**src/csa_pkg.sv**
```systemverilog
// Package holding constants and types of the serial auto transfer controller
`default_nettype none

package csa_pkg;

  // ==========================================================================
  // Register byte addresses
  // ==========================================================================
  localparam logic [15:0] ADDR_MODE    = 16'hFF90; // serial_mode_control
  localparam logic [15:0] ADDR_END_PTR = 16'hFF94; // transfer_end_pointer
  localparam logic [15:0] ADDR_ADR_CNT = 16'hFF98; // transfer_address_counter
  localparam logic [15:0] ADDR_TRIGGER = 16'hFF9C; // serial_trigger
  localparam logic [15:0] ADDR_STATUS  = 16'hFFA0; // serial_status_register
  localparam logic [15:0] ADDR_SHIFT   = 16'hFFA4; // serial_shift_register
  localparam logic [15:0] ADDR_RX_DATA = 16'hFFA8; // Receive FIFO head, read pops
  localparam logic [15:0] ADDR_BUF_LO  = 16'hFE00; // First buffer RAM word
  localparam logic [15:0] ADDR_BUF_HI  = 16'hFE7C; // Last buffer RAM word

  // ==========================================================================
  // Mode register fields and reset values
  // ==========================================================================
  localparam int BIT_UNIT_EN   = 7; // serial_unit_enable
  localparam int BIT_AUTO_EN   = 6; // auto_comm_enable
  localparam int BIT_REPEAT    = 5; // auto_repeat_select
  localparam int BIT_ROLE      = 4; // role_select, 1 = master
  localparam int BIT_TX_EN     = 3; // transmit_enable
  localparam int BIT_RX_EN     = 2; // receive_enable
  localparam int BIT_ORDER     = 1; // first_bit_order, 1 = LSB first
  localparam logic [7:0] MODE_RESET    = 8'h00;
  localparam logic [7:0] MODE_WR_MASK  = 8'hFE; // Bit 0 fixed at zero

  // Status, receive data and trigger register fields
  localparam int BIT_ST_BUSY   = 0; // transfer_in_progress_flag
  localparam int BIT_ST_RXVAL  = 1; // Receive FIFO holds data
  localparam int BIT_ST_RXFULL = 2; // Receive FIFO full
  localparam int BIT_ST_ADONE  = 3; // Auto sequence reached end address
  localparam int BIT_RX_VALID  = 8; // Valid flag in receive data word
  localparam int BIT_TRIG      = 0; // Trigger bit in serial_trigger

  // ==========================================================================
  // Sizes and timing
  // ==========================================================================
  localparam int BUF_DEPTH     = 32;
  localparam int BUF_AW        = 5;
  localparam int FIFO_DEPTH    = 8;
  localparam int BYTE_BITS     = 8;
  localparam int CLK_PERIOD_NS = 10;
  localparam int SCK_HALF_NS   = 100; // Master serial clock half period
  localparam int SCK_HALF_CYC  = (SCK_HALF_NS + CLK_PERIOD_NS - 1) / CLK_PERIOD_NS;

  // Transfer engine states
  typedef enum logic [3:0] {
    ST_IDLE  = 4'b0001,
    ST_LOAD  = 4'b0010,
    ST_SHIFT = 4'b0100,
    ST_STORE = 4'b1000
  } csa_state_type;

endpackage : csa_pkg

`default_nettype wire

```
**src/csa_serial_ctrl.sv**
```systemverilog
// Three-wire clocked serial interface with buffer RAM automatic transfer
// ============================================================================
// Behaviour
// - Eight-bit mode register, byte writable, zero after reset.
// - Unit disabled: data out low, clock high, internal serial logic held reset.
// - Disable clears address counter, trigger, shift register and busy flag.
// - Mode bit 6 picks single byte or automatic buffer RAM transfer.
// - Automatic single mode stops when counter reaches the end pointer.
// - Repeat mode resumes from buffer start once software zeroes the counter.
// - Mode bit 4 picks slave on external clock or master on internal clock.
// - Transmit disabled keeps serial data out low.
// - Receive disabled ignores incoming serial data.
// - Mode bit 1 picks MSB first when clear, LSB first when set.
// - Unit disabled blocks processor access to the buffer RAM.
// - Buffer RAM contents are undefined after disable and re-enable.
// ============================================================================
//
// The Wishbone slave port was chosen for this implementation.
`timescale 1ns/10ps
`default_nettype none

module csa_serial_ctrl (
  input  wire logic        clk_i,
  input  wire logic        rst_i,
  // Wishbone classic slave
  input  wire logic        wb_cyc_i,
  input  wire logic        wb_stb_i,
  input  wire logic        wb_we_i,
  input  wire logic [15:0] wb_adr_i,
  input  wire logic [3:0]  wb_sel_i,
  input  wire logic [31:0] wb_dat_i,
  output var  logic [31:0] wb_dat_o,
  output var  logic        wb_ack_o,
  // Serial link
  input  wire logic        serial_data_in_i,
  output var  logic        serial_data_out_o,
  input  wire logic        serial_clock_line_i,
  output var  logic        serial_clock_line_o,
  output var  logic        serial_clock_line_oe_o
);

  // ==========================================================================
  // Declarations
  // ==========================================================================
  logic [7:0]                   serial_mode_control;
  logic [csa_pkg::BUF_AW-1:0]   transfer_end_pointer;
  logic [csa_pkg::BUF_AW:0]     transfer_address_counter;
  logic                         serial_trigger;
  logic [7:0]                   serial_shift_register;
  logic                         transfer_in_progress_flag;
  logic [7:0]                   buf_ram [csa_pkg::BUF_DEPTH];
  csa_pkg::csa_state_type       state;
  logic [3:0]                   bit_cnt;
  logic [4:0]                   half_cnt;
  logic                         out_bit;
  logic                         sck_prev;
  logic [1:0]                   pin_level;
  logic                         unit_en;
  logic                         auto_en;
  logic                         repeat_en;
  logic                         master;
  logic                         tx_en;
  logic                         rx_en;
  logic                         lsb_first;
  logic                         bus_req;
  logic                         bus_wr;
  logic                         bus_rd;
  logic                         buf_hit;
  logic [csa_pkg::BUF_AW-1:0]   buf_idx;
  logic                         auto_pending;
  logic                         single_start;
  logic                         auto_start;
  logic                         rise;
  logic                         fall;
  logic                         m_tick;
  logic                         last_rise;
  logic                         in_bit;
  logic                         fifo_in_ready;
  logic                         fifo_out_valid;
  logic [7:0]                   fifo_out_data;
  logic                         fifo_push;
  logic                         fifo_pop;
  logic [31:0]                  next_rd_data;

  // Head bit of the shift register for the chosen order
  function automatic logic head_bit(input logic [7:0] sr, input logic lsb);
    return lsb ? sr[0] : sr[7];
  endfunction

  // Register select for an address
  function automatic logic addr_is(input logic [15:0] a, input logic [15:0] b);
    return a == b;
  endfunction

  // Mode field decode
  assign unit_en   = serial_mode_control[csa_pkg::BIT_UNIT_EN];
  assign auto_en   = serial_mode_control[csa_pkg::BIT_AUTO_EN];
  assign repeat_en = serial_mode_control[csa_pkg::BIT_REPEAT];
  assign master    = serial_mode_control[csa_pkg::BIT_ROLE];
  assign tx_en     = serial_mode_control[csa_pkg::BIT_TX_EN];
  assign rx_en     = serial_mode_control[csa_pkg::BIT_RX_EN];
  assign lsb_first = serial_mode_control[csa_pkg::BIT_ORDER];

  // ==========================================================================
  // Wishbone access decode
  // ==========================================================================
  // Requests are taken on the edge that raises ack
  assign bus_req = wb_cyc_i && wb_stb_i && !wb_ack_o;
  assign bus_wr  = bus_req && wb_we_i && wb_sel_i[0];
  assign bus_rd  = bus_req && !wb_we_i;
  assign buf_hit = (wb_adr_i >= csa_pkg::ADDR_BUF_LO) && (wb_adr_i <= csa_pkg::ADDR_BUF_HI)
                   && (wb_adr_i[1:0] == 2'h0);
  assign buf_idx = wb_adr_i[csa_pkg::BUF_AW+1:2];

  // Acknowledge one cycle after the strobe, dropped the cycle after
  always_ff @(posedge clk_i) begin
    if (rst_i) begin
      wb_ack_o <= 1'b0;
    end else begin
      wb_ack_o <= bus_req;
    end
  end

  // Read data multiplexer; unmapped addresses read zero
  always_comb begin
    next_rd_data = 32'h0000_0000;
    if (addr_is(wb_adr_i, csa_pkg::ADDR_MODE)) begin
      next_rd_data[7:0] = serial_mode_control;
    end else if (addr_is(wb_adr_i, csa_pkg::ADDR_END_PTR)) begin
      next_rd_data[csa_pkg::BUF_AW-1:0] = transfer_end_pointer;
    end else if (addr_is(wb_adr_i, csa_pkg::ADDR_ADR_CNT)) begin
      next_rd_data[csa_pkg::BUF_AW:0] = transfer_address_counter;
    end else if (addr_is(wb_adr_i, csa_pkg::ADDR_TRIGGER)) begin
      next_rd_data[csa_pkg::BIT_TRIG] = serial_trigger;
    end else if (addr_is(wb_adr_i, csa_pkg::ADDR_STATUS)) begin
      next_rd_data[csa_pkg::BIT_ST_BUSY]   = transfer_in_progress_flag;
      next_rd_data[csa_pkg::BIT_ST_RXVAL]  = fifo_out_valid;
      next_rd_data[csa_pkg::BIT_ST_RXFULL] = !fifo_in_ready;
      next_rd_data[csa_pkg::BIT_ST_ADONE]  = auto_en && !auto_pending;
    end else if (addr_is(wb_adr_i, csa_pkg::ADDR_SHIFT)) begin
      next_rd_data[7:0] = serial_shift_register;
    end else if (addr_is(wb_adr_i, csa_pkg::ADDR_RX_DATA)) begin
      next_rd_data[7:0]                   = fifo_out_data;
      next_rd_data[csa_pkg::BIT_RX_VALID] = fifo_out_valid;
    end else if (buf_hit && unit_en) begin
      next_rd_data[7:0] = buf_ram[buf_idx];
    end
  end

  // Read data register presented with ack
  always_ff @(posedge clk_i) begin
    if (rst_i) begin
      wb_dat_o <= 32'h0000_0000;
    end else if (bus_rd) begin
      wb_dat_o <= next_rd_data;
    end
  end

  // ==========================================================================
  // Mode register
  // ==========================================================================
  always_ff @(posedge clk_i) begin
    if (rst_i) begin
      serial_mode_control <= csa_pkg::MODE_RESET;
    end else if (bus_wr && addr_is(wb_adr_i, csa_pkg::ADDR_MODE)) begin
      serial_mode_control <= wb_dat_i[7:0] & csa_pkg::MODE_WR_MASK;
    end
  end

  // End pointer is not cleared by disable
  always_ff @(posedge clk_i) begin
    if (rst_i) begin
      transfer_end_pointer <= '0;
    end else if (bus_wr && addr_is(wb_adr_i, csa_pkg::ADDR_END_PTR)) begin
      transfer_end_pointer <= wb_dat_i[csa_pkg::BUF_AW-1:0];
    end
  end

  // ==========================================================================
  // Serial pin sampling and edge detection
  // ==========================================================================
  csa_sync #(
    .WIDTH (2)
  ) u_sync (
    .clk_i   (clk_i),
    .rst_i   (rst_i),
    .pin_i   ({serial_clock_line_i, serial_data_in_i}),
    .init_i  (2'h2), // Clock idles high, data low
    .level_o (pin_level)
  );

  // Previous external clock level for edge finding
  always_ff @(posedge clk_i) begin
    if (rst_i) begin
      sck_prev <= 1'b1;
    end else begin
      sck_prev <= pin_level[1];
    end
  end

  // Master half period timer
  always_ff @(posedge clk_i) begin
    if (rst_i || !unit_en || state != csa_pkg::ST_SHIFT) begin
      half_cnt <= '0;
    end else if (m_tick) begin
      half_cnt <= '0;
    end else begin
      half_cnt <= half_cnt + 1'b1;
    end
  end

  assign m_tick    = (half_cnt == 5'(csa_pkg::SCK_HALF_CYC - 1));
  // Slave uses the peer clock, master its own divider
  assign rise      = master ? (m_tick && !serial_clock_line_o && bit_cnt != 4'h8)
                            : (pin_level[1] && !sck_prev);
  assign fall      = master ? (m_tick && serial_clock_line_o && bit_cnt != 4'h8)
                            : (!pin_level[1] && sck_prev);
  assign last_rise = master ? (m_tick && bit_cnt == 4'h8) : (bit_cnt == 4'h8);
  assign in_bit    = rx_en ? pin_level[0] : 1'b0;

  // ==========================================================================
  // Transfer start conditions
  // ==========================================================================
  assign auto_pending = transfer_address_counter <= {1'b0, transfer_end_pointer};
  assign auto_start   = auto_en && serial_trigger && auto_pending;
  assign single_start = !auto_en && bus_wr && addr_is(wb_adr_i, csa_pkg::ADDR_SHIFT)
                        && (tx_en || rx_en) && (!rx_en || fifo_in_ready);

  // ==========================================================================
  // Transfer engine
  // ==========================================================================
  always_ff @(posedge clk_i) begin
    if (rst_i || !unit_en) begin
      state   <= csa_pkg::ST_IDLE;
      bit_cnt <= 4'h0;
    end else begin
      case (state)
        csa_pkg::ST_IDLE: begin
          bit_cnt <= 4'h0;
          if (single_start || auto_start) begin
            state <= csa_pkg::ST_LOAD;
          end
        end
        csa_pkg::ST_LOAD: begin
          state <= csa_pkg::ST_SHIFT;
        end
        csa_pkg::ST_SHIFT: begin
          if (last_rise) begin
            state <= csa_pkg::ST_STORE;
          end else if (rise) begin
            bit_cnt <= bit_cnt + 1'b1;
          end
        end
        csa_pkg::ST_STORE: begin
          state <= csa_pkg::ST_IDLE;
        end
        default: begin
          state <= csa_pkg::ST_IDLE;
        end
      endcase
    end
  end

  // Busy flag covers load, shift and store
  always_ff @(posedge clk_i) begin
    if (rst_i || !unit_en) begin
      transfer_in_progress_flag <= 1'b0;
    end else begin
      transfer_in_progress_flag <= (state == csa_pkg::ST_IDLE) ? (single_start || auto_start)
                                   : (state != csa_pkg::ST_STORE);
    end
  end

  // Shift register: loaded, then one bit in per rising clock edge
  always_ff @(posedge clk_i) begin
    if (rst_i || !unit_en) begin
      serial_shift_register <= 8'h00;
    end else if (state == csa_pkg::ST_IDLE && bus_wr && addr_is(wb_adr_i, csa_pkg::ADDR_SHIFT)) begin
      serial_shift_register <= wb_dat_i[7:0];
    end else if (state == csa_pkg::ST_IDLE && auto_start) begin
      serial_shift_register <= buf_ram[transfer_address_counter[csa_pkg::BUF_AW-1:0]];
    end else if (state == csa_pkg::ST_SHIFT && rise) begin
      serial_shift_register <= lsb_first ? {in_bit, serial_shift_register[7:1]}
                                         : {serial_shift_register[6:0], in_bit};
    end
  end

  // Outgoing bit changes on the falling clock edge
  always_ff @(posedge clk_i) begin
    if (rst_i || !unit_en) begin
      out_bit <= 1'b0;
    end else if (state == csa_pkg::ST_LOAD || (state == csa_pkg::ST_SHIFT && fall)) begin
      out_bit <= head_bit(serial_shift_register, lsb_first);
    end
  end

  // Data out pin: low while disabled or transmit off
  always_ff @(posedge clk_i) begin
    if (rst_i || !unit_en) begin
      serial_data_out_o <= 1'b0;
    end else begin
      serial_data_out_o <= tx_en && transfer_in_progress_flag && out_bit;
    end
  end

  // Clock pin: high at rest, toggled by the divider in master mode
  always_ff @(posedge clk_i) begin
    if (rst_i || !unit_en || !master || state != csa_pkg::ST_SHIFT) begin
      serial_clock_line_o <= 1'b1;
    end else if (rise || fall) begin
      serial_clock_line_o <= !serial_clock_line_o;
    end
  end

  // Clock pin driven only as master
  always_ff @(posedge clk_i) begin
    if (rst_i) begin
      serial_clock_line_oe_o <= 1'b0;
    end else begin
      serial_clock_line_oe_o <= master;
    end
  end

  // ==========================================================================
  // Automatic transfer counter and trigger
  // ==========================================================================
  always_ff @(posedge clk_i) begin
    if (rst_i || !unit_en) begin
      transfer_address_counter <= '0;
    end else if (state == csa_pkg::ST_STORE && auto_en) begin
      transfer_address_counter <= transfer_address_counter + 1'b1;
    end else if (bus_wr && addr_is(wb_adr_i, csa_pkg::ADDR_ADR_CNT)) begin
      transfer_address_counter <= wb_dat_i[csa_pkg::BUF_AW:0];
    end
  end

  // Trigger: set by software, cleared at end of a single sequence
  always_ff @(posedge clk_i) begin
    if (rst_i || !unit_en) begin
      serial_trigger <= 1'b0;
    end else if (state == csa_pkg::ST_STORE && auto_en && !repeat_en
                 && transfer_address_counter[csa_pkg::BUF_AW-1:0] == transfer_end_pointer) begin
      serial_trigger <= 1'b0;
    end else if (bus_wr && addr_is(wb_adr_i, csa_pkg::ADDR_TRIGGER)) begin
      serial_trigger <= wb_dat_i[csa_pkg::BIT_TRIG];
    end
  end

  // Buffer RAM: bus writes while enabled, received bytes in auto mode
  always_ff @(posedge clk_i) begin
    if (state == csa_pkg::ST_STORE && auto_en && rx_en) begin
      buf_ram[transfer_address_counter[csa_pkg::BUF_AW-1:0]] <= serial_shift_register;
    end else if (bus_wr && buf_hit && unit_en) begin
      buf_ram[buf_idx] <= wb_dat_i[7:0];
    end
  end

  // ==========================================================================
  // Receive FIFO for single byte mode
  // ==========================================================================
  assign fifo_push = (state == csa_pkg::ST_STORE) && !auto_en && rx_en;
  assign fifo_pop  = bus_rd && addr_is(wb_adr_i, csa_pkg::ADDR_RX_DATA);

  csa_fifo #(
    .WIDTH (csa_pkg::BYTE_BITS),
    .DEPTH (csa_pkg::FIFO_DEPTH)
  ) u_rx_fifo (
    .clk_i       (clk_i),
    .rst_i       (rst_i),
    .clr_i       (!unit_en),
    .in_valid_i  (fifo_push),
    .in_ready_o  (fifo_in_ready),
    .in_data_i   (serial_shift_register),
    .out_valid_o (fifo_out_valid),
    .out_ready_i (fifo_pop),
    .out_data_o  (fifo_out_data)
  );

endmodule // csa_serial_ctrl

`default_nettype wire

```
**src/csa_sync.sv**
```systemverilog
// Three-stage pin synchroniser with agreement filter
`timescale 1ns/10ps
`default_nettype none

module csa_sync #(
  parameter int WIDTH = 2
) (
  input  wire logic             clk_i,
  input  wire logic             rst_i,
  input  wire logic [WIDTH-1:0] pin_i,
  input  wire logic [WIDTH-1:0] init_i,
  output var  logic [WIDTH-1:0] level_o
);

  logic [WIDTH-1:0] stage1;
  logic [WIDTH-1:0] stage2;
  logic [WIDTH-1:0] stage3;

  // Shift chain; the first stage feeds only the second
  always_ff @(posedge clk_i) begin
    stage1 <= pin_i;
    stage2 <= stage1;
    stage3 <= stage2;
  end

  // Level starts at the pin's idle level, so no false edge follows reset,
  // then follows once the second and third stages agree
  genvar g;
  generate
    for (g = 0; g < WIDTH; g++) begin : g_bit
      always_ff @(posedge clk_i) begin
        if (rst_i) begin
          level_o[g] <= init_i[g];
        end else if (stage2[g] == stage3[g]) begin
          level_o[g] <= stage3[g];
        end
      end
    end
  endgenerate

endmodule // csa_sync

`default_nettype wire

```
**src/csa_fifo.sv**
```systemverilog
// Flip-flop FIFO with valid and ready on both sides
`timescale 1ns/10ps
`default_nettype none

module csa_fifo #(
  parameter int WIDTH = 8,
  parameter int DEPTH = 8
) (
  input  wire logic             clk_i,
  input  wire logic             rst_i,
  input  wire logic             clr_i,
  input  wire logic             in_valid_i,
  output var  logic             in_ready_o,
  input  wire logic [WIDTH-1:0] in_data_i,
  output var  logic             out_valid_o,
  input  wire logic             out_ready_i,
  output var  logic [WIDTH-1:0] out_data_o
);

  localparam int AW = $clog2(DEPTH);

  logic [WIDTH-1:0] mem [DEPTH];
  logic [AW-1:0]    wr_ptr;
  logic [AW-1:0]    rd_ptr;
  logic [AW:0]      count;
  logic             push;
  logic             pop;

  assign push        = in_valid_i && in_ready_o;
  assign pop         = out_valid_o && out_ready_i;
  assign in_ready_o  = (count != (AW+1)'(DEPTH));
  assign out_valid_o = (count != '0);
  assign out_data_o  = mem[rd_ptr];

  // Storage write
  always_ff @(posedge clk_i) begin
    if (push) begin
      mem[wr_ptr] <= in_data_i;
    end
  end

  // Pointers and fill count
  always_ff @(posedge clk_i) begin
    if (rst_i || clr_i) begin
      wr_ptr <= '0;
      rd_ptr <= '0;
      count  <= '0;
    end else begin
      if (push) begin
        wr_ptr <= (wr_ptr == AW'(DEPTH - 1)) ? '0 : wr_ptr + 1'b1;
      end
      if (pop) begin
        rd_ptr <= (rd_ptr == AW'(DEPTH - 1)) ? '0 : rd_ptr + 1'b1;
      end
      if (push && !pop) begin
        count <= count + 1'b1;
      end else if (pop && !push) begin
        count <= count - 1'b1;
      end
    end
  end

endmodule // csa_fifo

`default_nettype wire

```
**config.mk**
```make
export PLATFORM = sky130hd
export DESIGN_NAME = csa_serial_ctrl
export DESIGN_NICKNAME = d
export VERILOG_FILES = /design/src/csa_pkg.sv /design/src/csa_serial_ctrl.sv /design/src/csa_sync.sv /design/src/csa_fifo.sv
export SDC_FILE = /design/constraint.sdc
export NUM_CORES = 1
export LEC_CHECK = 0
export ABC_AREA = 1
export BUFFER_PORTS_ARGS = -buffer_cell sky130_fd_sc_hd__buf_2
export CAP_MARGIN = 20
export CORE_ASPECT_RATIO = 2
export CORE_MARGIN = 3
export CORE_UTILIZATION = 30
export CTS_CLUSTER_DIAMETER = 50
export CTS_CLUSTER_SIZE = 40
export DETAILED_ROUTE_END_ITERATION = 10
export PLACE_DENSITY = 0.42
export SYNTH_ARGS = -nofsm -noshare
export SYNTH_HDL_FRONTEND = slang
export SYNTH_SLANG_ARGS = --single-unit
```
**constraint.sdc**
```tcl
create_clock -name clk_i -period 3.18 [get_ports clk_i]
set_clock_uncertainty 0.15 [all_clocks]
set_input_delay 0.159 -clock clk_i [delete_from_list [all_inputs] [get_ports clk_i]]
set_output_delay 0.159 -clock clk_i [all_outputs]
set_load 0.02 [all_outputs]
```
Yosys cells after proc, flatten, opt, wreduce, memory -nomap -nowiden
Memories as Yosys holds them, arrays and structs flattened. A register that Yosys moved wholly into a read port is not among the register bits. Cells that the tools add are included.

Magnitude comparators: 3. Add/sub/neg operators: 7. Reduce and logical (&&, ||, !) cells: 80. Equality and inequality tests: 26. Multiplexer cells: 60.

Operator list (number): two-way mux 8 bit (15); == test 16 bit, second input constant (7); two-way mux 4 bit (12); logical AND 1 bit (46); two-way mux 5 bit (5); two-way mux 1 bit (18); two-way mux 6 bit (3); greater-or-equal comparator 16 bit, second input constant (1); less-or-equal comparator 16 bit, second input constant (1); two-way mux 3 bit (5); logical NOT 1 bit (14); inequality test 4 bit, second input constant (3); case mux 4 bit (3 select lines) (1); logical OR 1 bit (9); adder 4 x 1 -> 4 bit, second input constant (2); == test 4 bit, second input constant (2); inequality test 2 bit, second input constant (4); case mux 4 bit (2 select lines) (1); OR reduction 8 bit (1); adder 3 x 1 -> 3 bit, second input constant (2); adder 6 x 1 -> 6 bit, second input constant (1); == test 3 bit, second input constant (2); less-or-equal comparator 6 x 5 -> 1 bit (1); nonzero test 2 bit (3); 15 further kinds (17).

Memories kept: 2. Bits in registers: 74. Logic and storage cells: 202. Input port bits: 59. Bits in writable memories: 320.

Memories: buf_ram (words 32, width 8, read ports 2, clocked after Yosys merged registers in 1, write ports 1, RTL line csa_serial_ctrl.sv:51) `logic [7:0] buf_ram [csa_pkg::BUF_DEPTH];`; u_rx_fifo.mem (words 8, width 8, read ports 1, clocked after Yosys merged registers in 1, write ports 1, RTL line csa_fifo.sv:22) `logic [WIDTH-1:0] mem [DEPTH];`.

Longest topological paths before layout
Word-level depth: 21. Mapped depth: 19.

Modules after synthesis
Synthesis repeated with hierarchy kept, for this count alone.

Cells, all modules: 2139. Area, all modules: 19759.0 sq um.

Modules (own cells, without submodules): csa_serial_ctrl (area each 16190.5 sq um, cells each 1804, instances 1); csa_fifo (area each 3326.9 sq um, cells each 312, instances 1); csa_sync (area each 241.5 sq um, cells each 23, instances 1).

Worst setup path before layout
No wires, ideal clock.

Path type: reg2reg. From: reg wb_ack_o. To: mem buf_ram[0][2] (data pin). Setup time: 454 ps. Data arrival time: 2652 ps. Data required time: 2576 ps. Buffers on the path: 2. Cell stages (with the launch flop): 8. Path slack: -76 ps. Path through: dfxtp_1 > nor2_1 > nand3_1 > inv_1 > nand3_4 > buf_6 > clkbuf_1 > o21ai_0.

Word-level cells in the longest chain between the ends: 11.

Ends and longest elaborated chain: start: declaration (RTL line csa_serial_ctrl.sv:33) `output var logic wb_ack_o,`; start signal: assignment (RTL line csa_serial_ctrl.sv:120) `wb_ack_o <= bus_req;`; logical NOT 1 bit (RTL line csa_serial_ctrl.sv:108) `assign bus_req = wb_cyc_i && wb_stb_i && !wb_ack_o;`; logical AND 1 bit (RTL line csa_serial_ctrl.sv:108); logical AND 1 bit (2 in series) (RTL line csa_serial_ctrl.sv:109) `assign bus_wr = bus_req && wb_we_i && wb_sel_i[0];`; logical AND 1 bit (2 in series) (RTL line csa_serial_ctrl.sv:353) `end else if (bus_wr && buf_hit && unit_en) begin`; two-way mux 1 bit (RTL line csa_serial_ctrl.sv:353); two-way mux 1 bit (RTL line csa_serial_ctrl.sv:351) `if (state == csa_pkg::ST_STORE && auto_en && rx_en) begin`; two-way mux 1 bit (not written as such) (RTL line csa_serial_ctrl.sv:354) `buf_ram[buf_idx] <= wb_dat_i[7:0];`; OR reduction 8 bit (no source line); two-way mux 8 bit (no source line); end: declaration (RTL line csa_serial_ctrl.sv:51).

No other way between the ends.

Worst setup path in the final report
From: in wb_stb_i. To: mem buf_ram[24][0] (enable).

Word-level cells in the longest chain between the ends: 11.

Ends and longest elaborated chain: start: declaration (RTL line csa_serial_ctrl.sv:27) `input wire logic wb_stb_i,`; logical AND 1 bit * (2 in series) (RTL line csa_serial_ctrl.sv:108); logical AND 1 bit * (2 in series) (RTL line csa_serial_ctrl.sv:109); logical AND 1 bit * (2 in series) (RTL line csa_serial_ctrl.sv:353); two-way mux 1 bit * (RTL line csa_serial_ctrl.sv:353); two-way mux 1 bit * (RTL line csa_serial_ctrl.sv:351); two-way mux 1 bit (not written as such) * (RTL line csa_serial_ctrl.sv:354); OR reduction 8 bit (no source line); two-way mux 5 bit (no source line) or two-way mux 1 bit (tied branches).

Mark *: on every way between the ends. The rest lies on a longest branch, timed or not.

==> metrics <==
Routed WL=71.9 mm; Finished Cell Area=23100 um2; Ys Warns=0; Max Cap Viol=0; Synth Flop Type=edfxtp_1; Post-synth EDFFs=320; critical path, cell by cell=dlygate4sd3_1, buf_2, nand2_1, dlygate4sd3_1, nor2_1, nand3_2, inv_2, nand3_4, o21ai_2, nand3_4, nor2_1, buf_4; period utilisation layout=91.3%; vias per inst=5.05; share of cells above drive strength 1=11.8%; deepest clock path buffer count=3; Routed Antenna Nets=0; Syn Area/Cell=8.93 um2; Initial Util=30.3%; vias in the first global route=16200; top cell type's share of synthesized area=48.2%; Critical Path Sink Type=flop; buffer and inverter count on the worst path=5; grt ovf=0; setup repair bufs after CTS=0; first-pass GRT wire length=104 mm; DR iter-0 viols=1300; status=complete, but fails checks; initial antenna violation count=0; worst hold margin=-0.0282 ns; DRT Pass-1 Iters=5; leading area contributor after synthesis=edfxtp_1; num ports=95; worst setup margin=0.277 ns; CTS sink cnt=402; CP peak stage delay=0.54 ns; WP data arrival=3.08 ns; Die ar.=69800 um2; Yosys reg bits=402; clock root buffer=clkbuf_16; dpl hpwl=50.6 mm; Hold Violations, Final=1; Netlist cell types=52; Pins Over Slew Limit=0; core area=65700 um2; diodes inserted=0; RD Place Congestion=0.901; IO buf count=44; CTS buffer count=31; failing checks=negative hold slack; largest net degree at the start of global routing=85; Seq/Total Area, Yosys=56.4%; utilization after layout=35.1%; routed via count=16300; synth top area cells=edfxtp_1 (48%), nand2_1 (8.5%), dfxtp_1 (8.2%); clock transition at the registers of the reported paths=0.08 ns; endpoints failing setup=0; Max Freq=344 MHz; Largest delay share family, worst path=buffers and inverters; unrepaired setup endpoints after global routing=yes; Die H=371 um; CTS tree=yes; clock latency at the later pin of the worst-skew pair=0.62 ns; mapped cell area=19900 um2; min-delay worst type=in -> reg; Max FO, Critical Path=11; row count=133; Total GRT Usage=20.2%; area grow syn2layout=15.6%; Synth Instances=2234; critical path type=in -> reg; Die W=188 um; FFs w/ async S/R, synth=0%; dpl ws=0.295 ns; PD cells=437 nW/um2; slew at the pin with the worst max-slew slack=0.902 ns; Final Critical Period=2.90 ns; drt wl/cell=22.2 um; fin nets=2409; placed inst area=21800 um2; level count of the clock H-tree=1; max_slew headroom=39.8%; Startpoint Class=primary input; CP required=3.35 ns; Slowest cell on crit path=dlygate4sd3_1; DR DRC count=0; worst vdd ir=328 uV; leakage=8.95 nW
[area by class of cell]
cell class / instances / area, um2
Fill cell: 6721 / 42700
Sequential cell: 402 / 11300
Multi-Input combinational cell: 1454 / 7200
Timing Repair Buffer: 179 / 1460
Tap cell: 877 / 1100
Inverter: 264 / 991
Clock buffer: 32 / 779
Clock inverter: 26 / 280
[layer usage]
metal / routed length, um / up-vias / GRT usage [%]
li1: - / 7796 / -
met1: 24500 / 7752 / 20.7
met2: 39400 / 615 / 39.5
met3: 3420 / 183 / 1.69
met4: 4560 / 0 / 11.5
met5: 0 / - / 0
[where the power goes]
group | switching [W] | internal (W)
registers | 0.00000419 | 0.00559
clock network | 0.00219 | 0.00192
logic | 0.000277 | 0.0000982
[Yosys cell counts, types with 5 or more instances]
| library cell | n |
|---|---|
| o2111ai_1 | 5 |
| inv_1 | 256 |
| buf_1 | 15 |
| nor2_1 | 191 |
| nor3_1 | 15 |
| nand3_4 | 5 |
| or2_2 | 5 |
| ha_1 | 17 |
| buf_2 | 23 |
| o221ai_1 | 16 |
| nand3_1 | 190 |
| o211ai_1 | 26 |
| a211oi_1 | 6 |
| a21oi_1 | 166 |
| inv_2 | 6 |
| o22ai_1 | 28 |
| a22oi_1 | 7 |
| nand4_1 | 16 |
| nand2_1 | 449 |
| buf_4 | 25 |
| clkbuf_1 | 72 |
| a32o_1 | 11 |
| o21ai_0 | 228 |
| edfxtp_1 | 320 |
| dfxtp_1 | 82 |
| nand2_2 | 5 |
[flip-flops by register name (all words and copies together) (netlist names), 2 cells and up, named ones only]
signal                    flops
bit_cnt                       4
buf_ram                     256
half_cnt                      5
serial_mode_control           7
serial_shift_register         8
state                         4
transfer_address_counter      6
transfer_end_pointer          5
u_rx_fifo.count               4
u_rx_fifo.mem                64
u_rx_fifo.rd_ptr              3
u_rx_fifo.wr_ptr              3
u_sync.level_o                2
u_sync.stage1                 2
u_sync.stage2                 2
u_sync.stage3                 2
wb_dat_o                      9
[through the flow]
stage	hold WS, ns	power (W)	cells	TNS (ns)
final	-0.0282	0.0101	3234	0
after floorplan	0.0367	0.00592	2256	-19.37
after detailed placement	0.116	0.00607	3161	0
after global placement	0.115	0.00607	3161	0
after global routing	0.0173	0.0104	3234	-0.00000533
after CTS	0.00384	0.0102	3234	0
[worst register-to-register path, delay by kind of cell (launching register included)]
kind | cells | cell delay, ns
AND/OR/NAND/NOR | 6 | 1.06
buffers and inverters | 5 | 0.81
flip-flops | 1 | 0.39
AO/OA/AOI/OAI | 1 | 0.15
[placed cells by master, fill, tap and decap left out, drive strengths merged]
cell type    synthesis  routed
edfxtp             320     320
o31ai                3       3
a22oi                7       7
nor3                22      22
a211oi               6       6
a31oi                2       2
nand3              197     197
o221ai              16      16
inv                262     274
o2111ai              5       5
or2                  5       5
a31o                 1       1
nor2               195     195
clkinvlp             0       3
clkinv               2      13
a2bb2oi              1       1
a21oi              167     167
o211ai              26      26
a32o                11      11
o21ai              234     234
o21a                 2       2
nand2              454     454
o22ai               28      28
xnor2                1       1
conb                 1      23
maj3                 1       1
a32oi                3       3
nor4                 3       3
a221oi               2       2
buf                 64     164
clkbuf              72      32
xor2                 4       4
dlygate4sd3          0      15
o21bai               1       1
fa                   1       1
dfxtp               82      82
ha                  17      17
nand4               16      16
[repair_timing]
action	CTS	global route
endpoints found under the hold margin	46	0
endpoints found under the setup margin	0	289
gates resized for setup	0	6
hold buffers	15	0
[path summary, 6_finish.rpt]
check	startpoint	endpoint	slack, ns	cells after the start
min reg2reg	u_sync.stage1[0]	u_sync.stage2[0]	0.19	0
max	wb_stb_i	buf_ram[24][0]	0.28	12
min	wb_sel_i[0]	serial_trigger	-0.03	4
max reg2reg	state[3]	buf_ram[24][0]	0.33	12
[cells by family (layout without fill, tap and decap cells)]
group / Yosys count / in the layout / share of synthesized area (%)
xor gates and xnor gates: 5 / 5 / 0.220
AOI/OAI and AO/OA: 515 / 515 / 14.6
DFF: 402 / 402 / 56.4
other: 1 / 23 / 0.0188
adders and majority gates: 19 / 19 / 1.22
buffers and inverters: 400 / 501 / 8.18
and+or+nand+nor: 892 / 892 / 19.3
(Power assumes the default switching activity.)
